`src/pkg/sbt_defs.svh`:
```
`ifndef SBT_DEFS_SVH
`define SBT_DEFS_SVH

// ----------------------------------------------------------------
// instruction codes
// ----------------------------------------------------------------
`define SBT_IR_WIDTH        3
`define SBT_IR_EXTEST       3'h0
`define SBT_IR_IDCODE       3'h1
`define SBT_IR_SAMPLEZ      3'h2
`define SBT_IR_SAMPLE       3'h4
`define SBT_IR_BYPASS       3'h7
`define SBT_IR_CAPTURE      3'h1

// ----------------------------------------------------------------
// scan chain sizes and reset values
// ----------------------------------------------------------------
`define SBT_BS_CELLS        89
`define SBT_BS_RING         88
`define SBT_BS_CTRL_CELL    88
`define SBT_BS_RESET        89'h100_0000_0000_0000_0000_0000
`define SBT_NC_MASK         88'h0
`define SBT_ID_WIDTH        32

// ----------------------------------------------------------------
// identification fields, values arbitrary
// ----------------------------------------------------------------
`define SBT_ID_REV          3'h5
`define SBT_ID_DEVICE       17'h0a5a5
`define SBT_ID_MAKER        11'h2aa

// ----------------------------------------------------------------
// apb register byte offsets and field positions
// ----------------------------------------------------------------
`define SBT_REG_CTRL        12'h000
`define SBT_REG_STATUS      12'h004
`define SBT_REG_EVENT       12'h008
`define SBT_REG_IDWORD      12'h00c
`define SBT_CTRL_RESET      1'h0
`define SBT_STAT_OVF_BIT    8
`define SBT_EVT_VALID_BIT   16

// ----------------------------------------------------------------
// event log
// ----------------------------------------------------------------
`define SBT_LOG_WIDTH       16
`define SBT_LOG_DEPTH       8
`define SBT_SYNC_WIDTH      91

`endif

```
`src/pkg/sbt_pkg.sv`:
```
`default_nettype none

package sbt_pkg;

    typedef enum logic [3:0]
    {
        sTlr, sRti, sSelDr, sCapDr, sShDr, sEx1Dr, sPauDr, sEx2Dr, sUpdDr,
        sSelIr, sCapIr, sShIr, sEx1Ir, sPauIr, sEx2Ir, sUpdIr
    } sbt_tap_state_t;

    typedef enum logic [1:0]
    {
        selBypass, selIdent, selBoundary
    } sbt_dr_sel_t;

endpackage : sbt_pkg

`default_nettype wire

```
`src/pkg/sbt_stream_if.sv`:
```
`default_nettype none

interface sbt_stream_if #(parameter int WIDTH = 16);
    logic             valid;
    logic             ready;
    logic [WIDTH-1:0] data;

    modport source (output valid, output data, input ready);
    modport sink   (input valid, input data, output ready);
endinterface : sbt_stream_if

`default_nettype wire

```
`src/rtl/sbt_sync.sv`:
```
`default_nettype none

module sbt_sync #(parameter int WIDTH = 1)
(
    input  wire logic             clk,
    input  wire logic             rst_n,
    input  wire logic [WIDTH-1:0] async,
    output var  logic [WIDTH-1:0] synced
);
    logic [WIDTH-1:0] meta;

    always_ff @(posedge clk or negedge rst_n)
    begin
        if (!rst_n)
        begin
            meta   <= '0;
            synced <= '0;
        end
        else
        begin
            meta   <= async;
            synced <= meta;
        end
    end
endmodule : sbt_sync

`default_nettype wire

```
`src/rtl/sbt_fifo.sv`:
```
`default_nettype none

module sbt_fifo #(parameter int WIDTH = 16, parameter int DEPTH = 8)
(
    input  wire logic  clk,
    input  wire logic  rst_n,
    sbt_stream_if.sink   wr,
    sbt_stream_if.source rd
);
    localparam int AW = $clog2(DEPTH);

    logic [WIDTH-1:0] mem [DEPTH];
    logic [AW-1:0]    wrPtr;
    logic [AW-1:0]    rdPtr;
    logic [AW:0]      count;
    logic             doPush;
    logic             doPop;

    assign wr.ready = (count != (AW+1)'(DEPTH));
    assign rd.valid = (count != '0);
    assign rd.data  = mem[rdPtr];
    assign doPush   = wr.valid && wr.ready;
    assign doPop    = rd.valid && rd.ready;

    always_ff @(posedge clk)
    begin
        if (doPush)
            mem[wrPtr] <= wr.data;
    end

    always_ff @(posedge clk or negedge rst_n)
    begin
        if (!rst_n)
        begin
            wrPtr <= '0;
            rdPtr <= '0;
            count <= '0;
        end
        else
        begin
            if (doPush)
                wrPtr <= (wrPtr == AW'(DEPTH-1)) ? '0 : wrPtr + 1'b1;
            if (doPop)
                rdPtr <= (rdPtr == AW'(DEPTH-1)) ? '0 : rdPtr + 1'b1;
            if (doPush && !doPop)
                count <= count + 1'b1;
            else if (doPop && !doPush)
                count <= count - 1'b1;
        end
    end
endmodule : sbt_fifo

`default_nettype wire

```
`src/rtl/sbt_tap_top.sv`:
```
// Notes on behaviour
// boundary chain holds 89 cells between serial input and output when selected.
// id bits 31:29 revision, 28:12 device code, both fixed.
// id bits 11:1 hold the fixed maker code.
// id bit 0 always reads one.
// code 000 captures ring, selects boundary chain, memory output enable follows latched cell 89.
// code 001 loads and selects the identification register, memory unaffected.
// code 010 captures ring, selects boundary chain, forces outputs high impedance.
// code 100 captures ring and selects boundary chain, memory unaffected.
// code 111 selects the one-bit bypass register, memory unaffected.
// controller never loads codes 011, 101, 110; ir takes any code from irShift, and these three select bypass.
// cells of unconnected balls capture a fixed low.
// cell 89 presets high.
// three-bit instruction register captures 01 in low bits, resets to IDCODE.
// five rising test clocks with mode high reset the port, memory unaffected.
// serial input sampled on rising test clock, output changes on falling.
// under 000 the latched cell 89 enables outputs; presets high in reset.
// sixteen-state controller follows the standard mode-select transitions.
// serial output high impedance whenever no register is shifting.
`include "sbt_defs.svh"
`default_nettype none

module sbt_tap_top #(
    parameter logic [2:0]  ID_REV    = `SBT_ID_REV,
    parameter logic [16:0] ID_DEVICE = `SBT_ID_DEVICE,
    parameter logic [10:0] ID_MAKER  = `SBT_ID_MAKER,
    parameter int          LOG_DEPTH = `SBT_LOG_DEPTH
)
(
    input  wire logic                      clk,
    input  wire logic                      rst_n,
    input  wire logic                      tck,
    input  wire logic                      tms,
    input  wire logic                      tdi,
    output var  logic                      tdo,
    output var  logic                      tdoOe,
    input  wire logic [`SBT_BS_RING-1:0]   ringIn,
    output var  logic [`SBT_BS_CELLS-1:0]  ringOut,
    output var  logic                      extestActive,
    output var  logic                      memOutEn,
    input  wire logic                      psel,
    input  wire logic                      penable,
    input  wire logic                      pwrite,
    input  wire logic [11:0]               paddr,
    input  wire logic [31:0]               pwdata,
    output var  logic [31:0]               prdata,
    output var  logic                      pready,
    output var  logic                      pslverr
);
    import sbt_pkg::*;

    // ----------------------------------------------------------------
    // input synchronisers and test clock edges
    // ----------------------------------------------------------------
    logic [`SBT_SYNC_WIDTH-1:0] syncOut;
    logic                       tckS;
    logic                       tmsS;
    logic                       tdiS;
    logic [`SBT_BS_RING-1:0]    ringS;
    logic                       tckDly;
    logic                       tckRise;
    logic                       tckFall;

    sbt_sync #(.WIDTH(`SBT_SYNC_WIDTH)) uSync
    (
        .clk    (clk),
        .rst_n  (rst_n),
        .async  ({ringIn, tdi, tms, tck}),
        .synced (syncOut)
    );

    assign tckS  = syncOut[0];
    assign tmsS  = syncOut[1];
    assign tdiS  = syncOut[2];
    assign ringS = syncOut[`SBT_SYNC_WIDTH-1:3];

    always_ff @(posedge clk or negedge rst_n)
    begin
        if (!rst_n)
            tckDly <= 1'b0;
        else
            tckDly <= tckS;
    end

    assign tckRise = tckS && !tckDly;
    assign tckFall = !tckS && tckDly;

    // ----------------------------------------------------------------
    // controller state
    // ----------------------------------------------------------------
    sbt_tap_state_t state;
    sbt_tap_state_t next_state;

    always_comb
    begin
        next_state = state;
        case (state)
            sTlr:    next_state = tmsS ? sTlr   : sRti;
            sRti:    next_state = tmsS ? sSelDr : sRti;
            sSelDr:  next_state = tmsS ? sSelIr : sCapDr;
            sCapDr:  next_state = tmsS ? sEx1Dr : sShDr;
            sShDr:   next_state = tmsS ? sEx1Dr : sShDr;
            sEx1Dr:  next_state = tmsS ? sUpdDr : sPauDr;
            sPauDr:  next_state = tmsS ? sEx2Dr : sPauDr;
            sEx2Dr:  next_state = tmsS ? sUpdDr : sShDr;
            sUpdDr:  next_state = tmsS ? sSelDr : sRti;
            sSelIr:  next_state = tmsS ? sTlr   : sCapIr;
            sCapIr:  next_state = tmsS ? sEx1Ir : sShIr;
            sShIr:   next_state = tmsS ? sEx1Ir : sShIr;
            sEx1Ir:  next_state = tmsS ? sUpdIr : sPauIr;
            sPauIr:  next_state = tmsS ? sEx2Ir : sPauIr;
            sEx2Ir:  next_state = tmsS ? sUpdIr : sShIr;
            sUpdIr:  next_state = tmsS ? sSelDr : sRti;
            default: next_state = sTlr;
        endcase
    end

    // five high mode bits from any state reach reset through the table above
    always_ff @(posedge clk or negedge rst_n)
    begin
        if (!rst_n)
            state <= sTlr;
        else if (tckRise)
            state <= next_state;
    end

    // ----------------------------------------------------------------
    // instruction register
    // ----------------------------------------------------------------
    logic [`SBT_IR_WIDTH-1:0] irShift;
    logic [`SBT_IR_WIDTH-1:0] ir;
    sbt_dr_sel_t              drSel;

    always_ff @(posedge clk or negedge rst_n)
    begin
        if (!rst_n)
            irShift <= `SBT_IR_CAPTURE;
        else if (tckRise && state == sCapIr)
            irShift <= `SBT_IR_CAPTURE;
        else if (tckRise && state == sShIr)
            irShift <= {tdiS, irShift[`SBT_IR_WIDTH-1:1]};
    end

    always_ff @(posedge clk or negedge rst_n)
    begin
        if (!rst_n)
            ir <= `SBT_IR_IDCODE;
        else if (state == sTlr)
            ir <= `SBT_IR_IDCODE;
        else if (tckFall && state == sUpdIr)
            ir <= irShift;
    end

    // unused codes fall back to bypass so the chain stays one bit long
    always_comb
    begin
        drSel = selBypass;
        if (ir == `SBT_IR_EXTEST || ir == `SBT_IR_SAMPLEZ || ir == `SBT_IR_SAMPLE)
            drSel = selBoundary;
        else if (ir == `SBT_IR_IDCODE)
            drSel = selIdent;
    end

    // ----------------------------------------------------------------
    // data registers
    // ----------------------------------------------------------------
    logic                      bypassBit;
    logic [`SBT_ID_WIDTH-1:0]  idShift;
    logic [`SBT_ID_WIDTH-1:0]  idWord;
    logic [`SBT_BS_CELLS-1:0]  bsShift;
    logic [`SBT_BS_CELLS-1:0]  bsLatch;
    logic                      drOut;

    assign idWord = {ID_REV, ID_DEVICE, ID_MAKER, 1'b1};

    always_ff @(posedge clk or negedge rst_n)
    begin
        if (!rst_n)
            bypassBit <= 1'b0;
        else if (tckRise && state == sCapDr && drSel == selBypass)
            bypassBit <= 1'b0;
        else if (tckRise && state == sShDr && drSel == selBypass)
            bypassBit <= tdiS;
    end

    always_ff @(posedge clk or negedge rst_n)
    begin
        if (!rst_n)
            idShift <= '0;
        else if (tckRise && state == sCapDr && drSel == selIdent)
            idShift <= idWord;
        else if (tckRise && state == sShDr && drSel == selIdent)
            idShift <= {tdiS, idShift[`SBT_ID_WIDTH-1:1]};
    end

    // cell 1 sits next to the serial output, the control cell next to the input
    always_ff @(posedge clk or negedge rst_n)
    begin
        if (!rst_n)
            bsShift <= `SBT_BS_RESET;
        else if (tckRise && state == sCapDr && drSel == selBoundary)
            bsShift <= {bsLatch[`SBT_BS_CTRL_CELL], ringS & ~`SBT_NC_MASK};
        else if (tckRise && state == sShDr && drSel == selBoundary)
            bsShift <= {tdiS, bsShift[`SBT_BS_CELLS-1:1]};
    end

    always_ff @(posedge clk or negedge rst_n)
    begin
        if (!rst_n)
            bsLatch <= `SBT_BS_RESET;
        else if (state == sTlr)
            bsLatch[`SBT_BS_CTRL_CELL] <= 1'b1;
        else if (tckFall && state == sUpdDr && drSel == selBoundary)
            bsLatch <= bsShift;
    end

    always_comb
    begin
        drOut = bypassBit;
        case (drSel)
            selIdent:    drOut = idShift[0];
            selBoundary: drOut = bsShift[0];
            default:     drOut = bypassBit;
        endcase
    end

    // ----------------------------------------------------------------
    // serial output and pin control
    // ----------------------------------------------------------------
    always_ff @(posedge clk or negedge rst_n)
    begin
        if (!rst_n)
        begin
            tdo   <= 1'b0;
            tdoOe <= 1'b0;
        end
        else if (tckFall)
        begin
            if (state == sShIr)
            begin
                tdo   <= irShift[0];
                tdoOe <= 1'b1;
            end
            else if (state == sShDr)
            begin
                tdo   <= drOut;
                tdoOe <= 1'b1;
            end
            else
                tdoOe <= 1'b0;
        end
    end

    always_ff @(posedge clk or negedge rst_n)
    begin
        if (!rst_n)
        begin
            extestActive <= 1'b0;
            memOutEn     <= 1'b1;
            ringOut      <= `SBT_BS_RESET;
        end
        else
        begin
            ringOut      <= bsLatch;
            extestActive <= (ir == `SBT_IR_EXTEST);
            if (ir == `SBT_IR_EXTEST)
                memOutEn <= bsLatch[`SBT_BS_CTRL_CELL];
            else if (ir == `SBT_IR_SAMPLEZ)
                memOutEn <= 1'b0;
            else
                memOutEn <= 1'b1;
        end
    end

    // ----------------------------------------------------------------
    // update event log
    // ----------------------------------------------------------------
    sbt_stream_if #(.WIDTH(`SBT_LOG_WIDTH)) logIn ();
    sbt_stream_if #(.WIDTH(`SBT_LOG_WIDTH)) logOut ();

    logic                      logEnable;
    logic                      pendValid;
    logic [`SBT_LOG_WIDTH-1:0] pendWord;
    logic                      updEvent;
    logic                      overflow;
    logic                      ovfSet;
    logic                      ovfClr;
    logic                      evtPop;

    assign updEvent = tckFall && logEnable && (state == sUpdIr || state == sUpdDr);
    assign ovfSet   = updEvent && pendValid && !logIn.ready;

    // one pending word waits for room; the fifo stalls it when full
    always_ff @(posedge clk or negedge rst_n)
    begin
        if (!rst_n)
        begin
            pendValid <= 1'b0;
            pendWord  <= '0;
        end
        else if (updEvent && (!pendValid || logIn.ready))
        begin
            pendValid <= 1'b1;
            if (state == sUpdIr)
                pendWord <= {1'b0, irShift, 12'h000};
            else
                pendWord <= {1'b1, ir, drSel == selIdent ? idShift[11:0] :
                             drSel == selBoundary ? bsShift[11:0] : {11'h000, bypassBit}};
        end
        else if (logIn.ready)
            pendValid <= 1'b0;
    end

    assign logIn.valid  = pendValid;
    assign logIn.data   = pendWord;
    assign logOut.ready = evtPop;

    sbt_fifo #(.WIDTH(`SBT_LOG_WIDTH), .DEPTH(LOG_DEPTH)) uLog
    (
        .clk   (clk),
        .rst_n (rst_n),
        .wr    (logIn),
        .rd    (logOut)
    );

    always_ff @(posedge clk or negedge rst_n)
    begin
        if (!rst_n)
            overflow <= 1'b0;
        else if (ovfSet)
            overflow <= 1'b1;
        else if (ovfClr)
            overflow <= 1'b0;
    end

    // ----------------------------------------------------------------
    // apb slave, zero wait states
    // ----------------------------------------------------------------
    logic access;
    logic wrAcc;
    logic rdAcc;

    assign pready = 1'b1;
    assign access = psel && penable;
    assign wrAcc  = access && pwrite;
    assign rdAcc  = access && !pwrite;
    assign evtPop = rdAcc && paddr == `SBT_REG_EVENT && logOut.valid;
    assign ovfClr = wrAcc && paddr == `SBT_REG_STATUS && pwdata[`SBT_STAT_OVF_BIT];

    always_ff @(posedge clk or negedge rst_n)
    begin
        if (!rst_n)
            logEnable <= `SBT_CTRL_RESET;
        else if (wrAcc && paddr == `SBT_REG_CTRL)
            logEnable <= pwdata[0];
    end

    always_comb
    begin
        prdata  = 32'h0000_0000;
        pslverr = 1'b0;
        if (paddr == `SBT_REG_CTRL)
            prdata = {31'h0000_0000, logEnable};
        else if (paddr == `SBT_REG_STATUS)
            prdata = {21'h00_0000, pendValid, logOut.valid, overflow, memOutEn, ir, state};
        else if (paddr == `SBT_REG_EVENT)
            prdata = {15'h0000, logOut.valid, logOut.valid ? logOut.data : 16'h0000};
        else if (paddr == `SBT_REG_IDWORD)
            prdata = idWord;
        else
            pslverr = access;
    end
endmodule : sbt_tap_top

`default_nettype wire

```
`config.mk`:
```
export PLATFORM = sky130hd
export DESIGN_NAME = sbt_tap_top
export DESIGN_NICKNAME = d
export VERILOG_FILES = /design/src/pkg/sbt_pkg.sv /design/src/pkg/sbt_stream_if.sv /design/src/rtl/sbt_sync.sv /design/src/rtl/sbt_fifo.sv /design/src/rtl/sbt_tap_top.sv
export VERILOG_INCLUDE_DIRS = /design/src /design/src/pkg
export SDC_FILE = /design/constraint.sdc
export NUM_CORES = 1
export LEC_CHECK = 0
export BUFFER_PORTS_ARGS = -buffer_cell sky130_fd_sc_hd__buf_4
export CAP_MARGIN = 20
export CORE_MARGIN = 10
export CORE_UTILIZATION = 50
export DETAILED_ROUTE_END_ITERATION = 12
export GPL_ROUTABILITY_DRIVEN = 0
export GPL_TIMING_DRIVEN = 0
export PLACE_DENSITY = 0.7
export SETUP_SLACK_MARGIN = 0.5
export SYNTH_ARGS = -nofsm -noshare
export SYNTH_HDL_FRONTEND = slang
export SYNTH_SLANG_ARGS = --single-unit
```
`constraint.sdc`:
```
create_clock -name clk -period 3.4 [get_ports clk]
set_clock_uncertainty 0.15 [all_clocks]
set_input_delay 0.34 -clock clk [delete_from_list [all_inputs] [get_ports clk]]
set_output_delay 0.34 -clock clk [all_outputs]
set_load 0.05 [all_outputs]
```
==> summary.md, run 1 <==
| Metric | Value |
|---|---|
| Status | `finished, final reports clean` |
| Least-Margin Pin Slew | `between 900 and 1000 ps` |
| Multi-input logic area | `between 5000 and 6000 um2` |
| Worst r2r src | `uLog.count[1]` |
| Setup TNS | `0 ps` |
| Top-count cell post-synth | `dfrtp_1` |
| First-pass GRT wire length | `around 80000 um` |
| Most common library cells after synthesis | `520 x dfrtp_1, 189 x nand2_1, 145 x o21ai_0` |
| Iteration-0 DRC Markers | `925` |
| Mapped Area | `about 23000 um2` |
| Syn Area/Cell | `15.2 um2` |
| Crit path max fanout | `4` |
| WP data arrival | `3430 ps` |
| Hold path endpoint | `logEnable` |
| Drt pass-1 iters | `5` |
| Clk root buf | `clkbuf_16` |
| Hold crit path type | `in2reg` |
| Critical path type | `in2reg` |
| P_leak | `13.0 nW` |
| Initial Utilization | `about half` |
| Core Footprint | `45500 um2` |
| Final worst-path cycle share | `91.8%` |
| GRT Resource Usage Total | `18.6%` |
| Worst setup SP type | `input pin` |
| Slew margin rel. | `33.4%` |
| Synth warn | `0` |
| Reg2reg path depth | `10` |
| Final setup violation count | `0` |
| Die Wd | `235 um` |
| I/O Pins | `267` |
| Post-DP HPWL | `~34000 um` |
| Max Clk Rate | `320 MHz` |
| DR WL/cell | `19.9 um` |
| Unrepaired setup endpoints after global routing | `yes` |
| Vias in the first global route | `14808` |
| Number of synthesized register bits | `between 600 and 700` |
| Reg2reg setup slack | `370 ps` |
| Minimum clock period | `3120 ps` |
| Layout Nets | `between 2000 and 2500` |
| Maximum clock path buffer count | `3` |
| Seq/Total Area, Yosys | `73.8%` |
| Initial antenna violation count | `7` |
| R2R Path End | `uLog.count[3]` |
| Filler cell count | `3177` |
| Clock transition at the registers of the reported paths | `60 ps` |
| Die Ht | `235 um` |
| Synth unique cells | `around 60` |
| Vias per cell | `5.19` |
| Peak supply drop | `0.482 mV` |
| CTS tree | `built` |
| Total congestion overflow | `0` |
| Hold Startpoint | `penable` |
| DRC violations left | `0` |
| CP Data Required Time | `3710 ps` |
| IO Port Bufs | `228` |
| DP Area | `~26000 um2` |
| Clock latency on the worst-skew pair | `590 ps` |
| Synth area leader | `dfrtp_1` |
| Number of routed nets with antenna violations | `0` |
| Htree depth | `3` |
| Synth top area share | `56.4%` |
| Post-route cell area | `29800 um2` |
| TritonCTS buffer count | `68` |
| Max Transition Viols Final | `0` |
| Layout area overhead | `29.4%` |
| # clock sinks | `roughly 650` |
| Hold Crit Depth | `4` |
| Mapped Cells | `1522` |
| Layout cells sized above 1 | `30.8%` |
| Most used DFF post-synth | `dfrtp_1` |
| Final core area utilization | `65.6%` |
| Largest net degree at the start of global routing | `~130` |
| Asr flop ratio synth | `about four fifths` |
| Sequential cell area | `17000 um2` |
| Max Cap Viol | `0` |
| PD cells | `573 nW/um2` |
| CP endpoint kind | `flip-flop` |
| Total number of vias | `about 14000` |
| Detailed Route WL | `around 52000 um` |
| Rows | `78` |
| Number of hold violations in the final report | `0` |
| Number of synthesized flops with an enable pin | `128` |
| Die area | `55100 um2` |
| Synth top area cells | `dfrtp_1 56%, edfxtp_1 17%, mux2_2 4.9%` |
-- power breakdown --
group	internal [mW]	leakage, nW	total (mW)	switching (mW)
Combinational	0.509	3.91	1.29	0.777
Clock	4.41	1.12	7.38	2.97
Sequential	8.27	7.99	8.43	0.159
-- repair_timing --
action,CTS,global route
hold buffers,96,0
pin swaps,10,17
gates resized for setup,72,63
buffers inserted,14,4
cloned,1,1
setup endpoints to repair,172,45
endpoints found under the hold margin,166,0
-- cells in the final DEF (no fill, tap or decap), types with 9 or more instances in the layout --
master / count
dfrtp_1: 518
buf_4: 241
nand2_1: 181
o21ai_0: 145
edfxtp_1: 128
mux2i_1: 103
dlygate4sd3_1: 96
mux2_2: 93
clkbuf_16: 72
clkbuf_1: 67
buf_6: 31
mux4_2: 30
nor2_1: 25
clkbuf_8: 18
o31ai_1: 12
clkbuf_2: 12
a22oi_1: 11
a21oi_2: 10
inv_1: 9
nor3_1: 9
clkinv_2: 9
-- cell families after synthesis --
| family | Yosys count | synth area share [%] |
|---|---|---|
| buffers and inverters | 108 | 2.14 |
| DFF | 654 | 73.8 |
| adders and majority gates | 9 | 0.510 |
| AOI/OAI and AO/OA | 214 | 5.24 |
| and+or+nand+nor | 294 | 5.69 |
| muxes | 239 | 12.5 |
| other | 2 | 0.0326 |
| xor gates and xnor gates | 2 | 0.0760 |
-- metal layers --
metal | vias up | track usage [%] | share of wire [%]
li1 | 6230 | - | -
met4 | 10 | 5.79 | 2.3
met5 | - | 0 | 0.11
met3 | 89 | 4.62 | 5.4
met1 | 6904 | 22.6 | 41
met2 | 354 | 32.1 | 52
-- area by class of cell --
class / count / share of cell area [%]
well taps: 600 / 2.52
diodes: 2 / 0.0168
clock buffers: 106 / 6.90
plain buffers: 98 / 1.95
multi-input cells: 766 / 19.9
flip-flops and latches: 654 / 57.0
inverters: 10 / 0.134
repair buffers: 362 / 10.9
clock inverters: 20 / 0.679
-- per-stage QoR --
step                      power [mW]  hold WS, ps  cells  worst slack, ps
after floorplan                 9.22         -106   1528             -133
after global placement          9.67          181   2356            -3550
after detailed placement        9.73          185   2373             -417
after CTS                       17.2         84.8   2610              302
after global routing            17.8          121   2617              208
final                           17.1          115   2618              280
-- critical path: stages --
cell     delay, ps
buf_6           90
or4_4          530
or3_4          380
buf_6          120
or3_4          360
buf_6          120
or3_4          370
ha_4           180
inv_4           70
ha_4           190
a21o_4         230
a21oi_2        150
mux2i_1        200
o31ai_1         90
-- sequential cells by signal (all words and copies together), names as in the netlist, 16 cells and up --
| register | cells |
|---|---|
| uLog.mem | 128 |
| uSync.meta | 91 |
| uSync.synced | 91 |
| bsLatch | 89 |
| bsShift | 89 |
| ringOut | 89 |
| idShift | 32 |
| logIn.data | 16 |
-- how the worst max path moves through the flow --
stage               slack [ps]       endpoint  cells past startpoint  startpoint
finish                     280  uLog.count[3]                     14    paddr[1]
CTS                        300  uLog.count[3]                     14    paddr[8]
global placement         -3550    ringOut[55]                      1       rst_n
detailed placement        -420  uLog.count[3]                     14    paddr[1]
floorplan                 -130  uLog.count[3]                     13    paddr[1]
global route               210  uLog.count[3]                     15    paddr[1]
(Power assumes the default switching activity.)
==> run 2, diff against run 1 <==
--- a/config.mk
+++ b/config.mk
@@ -13,7 +13,7 @@
 export DETAILED_ROUTE_END_ITERATION = 12
 export GPL_ROUTABILITY_DRIVEN = 0
 export GPL_TIMING_DRIVEN = 0
-export PLACE_DENSITY = 0.7
+export PLACE_DENSITY = 0.73
 export SETUP_SLACK_MARGIN = 0.5
 export SYNTH_ARGS = -nofsm -noshare
 export SYNTH_HDL_FRONTEND = slang
==> constraint.sdc (replaced) <==
create_clock -name clk -period 2.8 [get_ports clk]
set_clock_uncertainty 0.15 [all_clocks]
set_input_delay 0.28 -clock clk [delete_from_list [all_inputs] [get_ports clk]]
set_output_delay 0.28 -clock clk [all_outputs]
set_load 0.05 [all_outputs]
==> summary.md, run 2 (synthesized netlist as in run 1, its figures left out) <==
| Metric | Value |
|---|---|
| Vias per cell | `5.23` |
| P_leak | `~13 nW` |
| IO Port Bufs | `228` |
| Worst setup SP type | `input pin` |
| Clock transition at the registers of the reported paths | `60 ps` |
| Hold Startpoint | `paddr[3]` |
| Maximum clock path buffer count | `3` |
| Peak supply drop | `0.546 mV` |
| Total number of vias | `13760` |
| Htree depth | `3` |
| Iteration-0 DRC Markers | `around 990` |
| Minimum clock period | `3080 ps` |
| Setup TNS | `-1630 ps` |
| Worst hold slack | `65.2 ps` |
| WP data arrival | `~3400 ps` |
| Hold crit path type | `in2reg` |
| Worst r2r src | `uLog.count[2]` |
| Largest register FFs | `128` |
| Clk root buf | `clkbuf_16` |
| Post-route cell area | `30300 um2` |
| Slowest-stage cell, CP | `or4_4` |
| Top flop regs | `uLog.mem x128, uSync.meta x91, uSync.synced x91` |
| Buffer and inverter count on the worst path | `4` |
| CP startpoint | `paddr[1]` |
| Rows | `slightly below 80` |
| Initial antenna violation count | `7` |
| Layout Nets | `2128` |
| Max Cap Viol | `0` |
| Max Clk Rate | `approximately 320 MHz` |
| CP endpoint kind | `flip-flop` |
| Filler cell count | `3050` |
| Most flops, register | `uLog.mem` |
| Critical path type | `in2reg` |
| Slew margin rel. | `between 50% and 60%` |
| Most common cell after layout, fill and taps aside | `dfrtp_1` |
| First-pass GRT wire length | `83900 um` |
| Final worst-path cycle share | `110%` |
| DP Area | `26000 um2` |
| Largest net degree at the start of global routing | `134` |
| Max Transition Viols Final | `0` |
| CP Data Required Time | `3090 ps` |
| Crit path max fanout | `3` |
| Final worst slack | `-281 ps` |
| Total congestion overflow | `0` |
| Most frequent cells in the layout | `517 x dfrtp_1, 247 x buf_4, 181 x nand2_1` |
| DR WL/cell | `20.1 um` |
| Detailed Route WL | `52900 um` |
| DRC violations left | `0` |
| Number of routed nets with antenna violations | `0` |
| GRT Resource Usage Total | `19.0%` |
| Post-place setup slack | `-971 ps` |
| Drt pass-1 iters | `5` |
| Clock latency on the worst-skew pair | `between 500 and 600 ps` |
| CP peak stage delay | `540 ps` |
| I/O Pins | `267` |
| Final core area utilization | `around 67%` |
| Layout cells sized above 1 | `33.3%` |
| Initial Utilization | `between 50% and 60%` |
| # clock sinks | `approximately 650` |
| Core Footprint | `45500 um2` |
| Top delay family on crit path | `simple AND/OR/NAND/NOR gates` |
| Vias in the first global route | `14910` |
| CTS tree | `built` |
| PD cells | `682 nW/um2` |
| Post-DP HPWL | `33200 um` |
| CP most frequent cell | `buf_6` |
| Number of hold violations in the final report | `0` |
| Status | `complete, but fails checks` |
| Die Ht | `235 um` |
| Die Wd | `between 200 and 250 um` |
| Final setup violation count | `20` |
| Failing checks | `negative setup slack` |
| Die area | `roughly 55000 um2` |
| Least-Margin Pin Slew | `roughly 630 ps` |
| TritonCTS buffer count | `66` |
| Unrepaired setup endpoints after global routing | `yes` |
| Layout area overhead | `31.4%` |
| Crit-path cells | `buf_6, or4_4, or3_4, buf_6, or3_1, buf_6, or3_4, ha_4, inv_4, ha_4, a21o_4, a2111oi_4, o31ai_1` |
## run 2: cell count changes in the layout (fill, tap and decap cells not counted), sizes merged
cell / delta
dlygate4sd3: +1
clkbuf: -30
diode: +1
buf: +32
clkinv: -2
bufinv: +2
inv: +2
clkinvlp: +9
## run 2: what timing repair did
item                                   CTS  global route
setup endpoints to repair              356           295
hold buffers                            97             0
endpoints found under the hold margin  170             0
resized for setup                      165            70
pin swaps                               28            27
cloned                                   0             0
buffers inserted                        38             8
## run 2: tightest hold or removal path, delay by kind of cell
| kind | cells | cell delay (ps) |
|---|---|---|
| simple gates | 2 | 150 |
| buf+inv | 1 | 120 |
| mux | 1 | 210 |
## run 2: final cells by class
class	instances	area (um2)	area share [%]
tap	600	751	2.48
buffer	98	751	2.48
sequential	654	17000	56.1
timing repair buffer	384	3500	11.6
multi-input combinational	766	6050	20.0
inverter	10	40.0	0.132
clock inverter	31	338	1.11
clock buffer	87	1860	6.13
antenna	3	7.51	0.0248
## run 2: path summary, 6_finish.rpt
path,to,slack [ps],depth (start not counted)
min,uLog.rdPtr[0],70,4
min in group asynchronous,uSync.meta[17],140,2
max,uLog.count[3],-280,13
max in group asynchronous,uSync.synced[42],810,4
min reg2reg,uSync.synced[46],190,0
max reg2reg,uLog.count[3],-140,11
## run 2: power breakdown
| group | internal [mW] | total [mW] | switching [mW] |
|---|---|---|---|
| logic | 0.664 | 1.63 | 0.970 |
| registers | 10.0 | 10.2 | 0.190 |
| clock network | 5.18 | 8.81 | 3.63 |
## run 2: routing by layer
metal | part of all wire, % | wire, um | global-route usage [%]
met3 | 6.0 | 3200 | 4.94
met1 | 39 | 20800 | 22.8
met4 | 2.8 | 1460 | 6.90
met5 | 0.091 | 48 | 0
met2 | 52 | 27400 | 32.7
## run 2: per-stage QoR
| stage | power [mW] | instances |
|---|---|---|
| after floorplan | 11.2 | 1528 |
| after global placement | 11.7 | 2356 |
| after detailed placement | 11.8 | 2369 |
| after CTS | 20.8 | 2622 |
| after global routing | 21.5 | 2631 |
| final | 20.7 | 2633 |
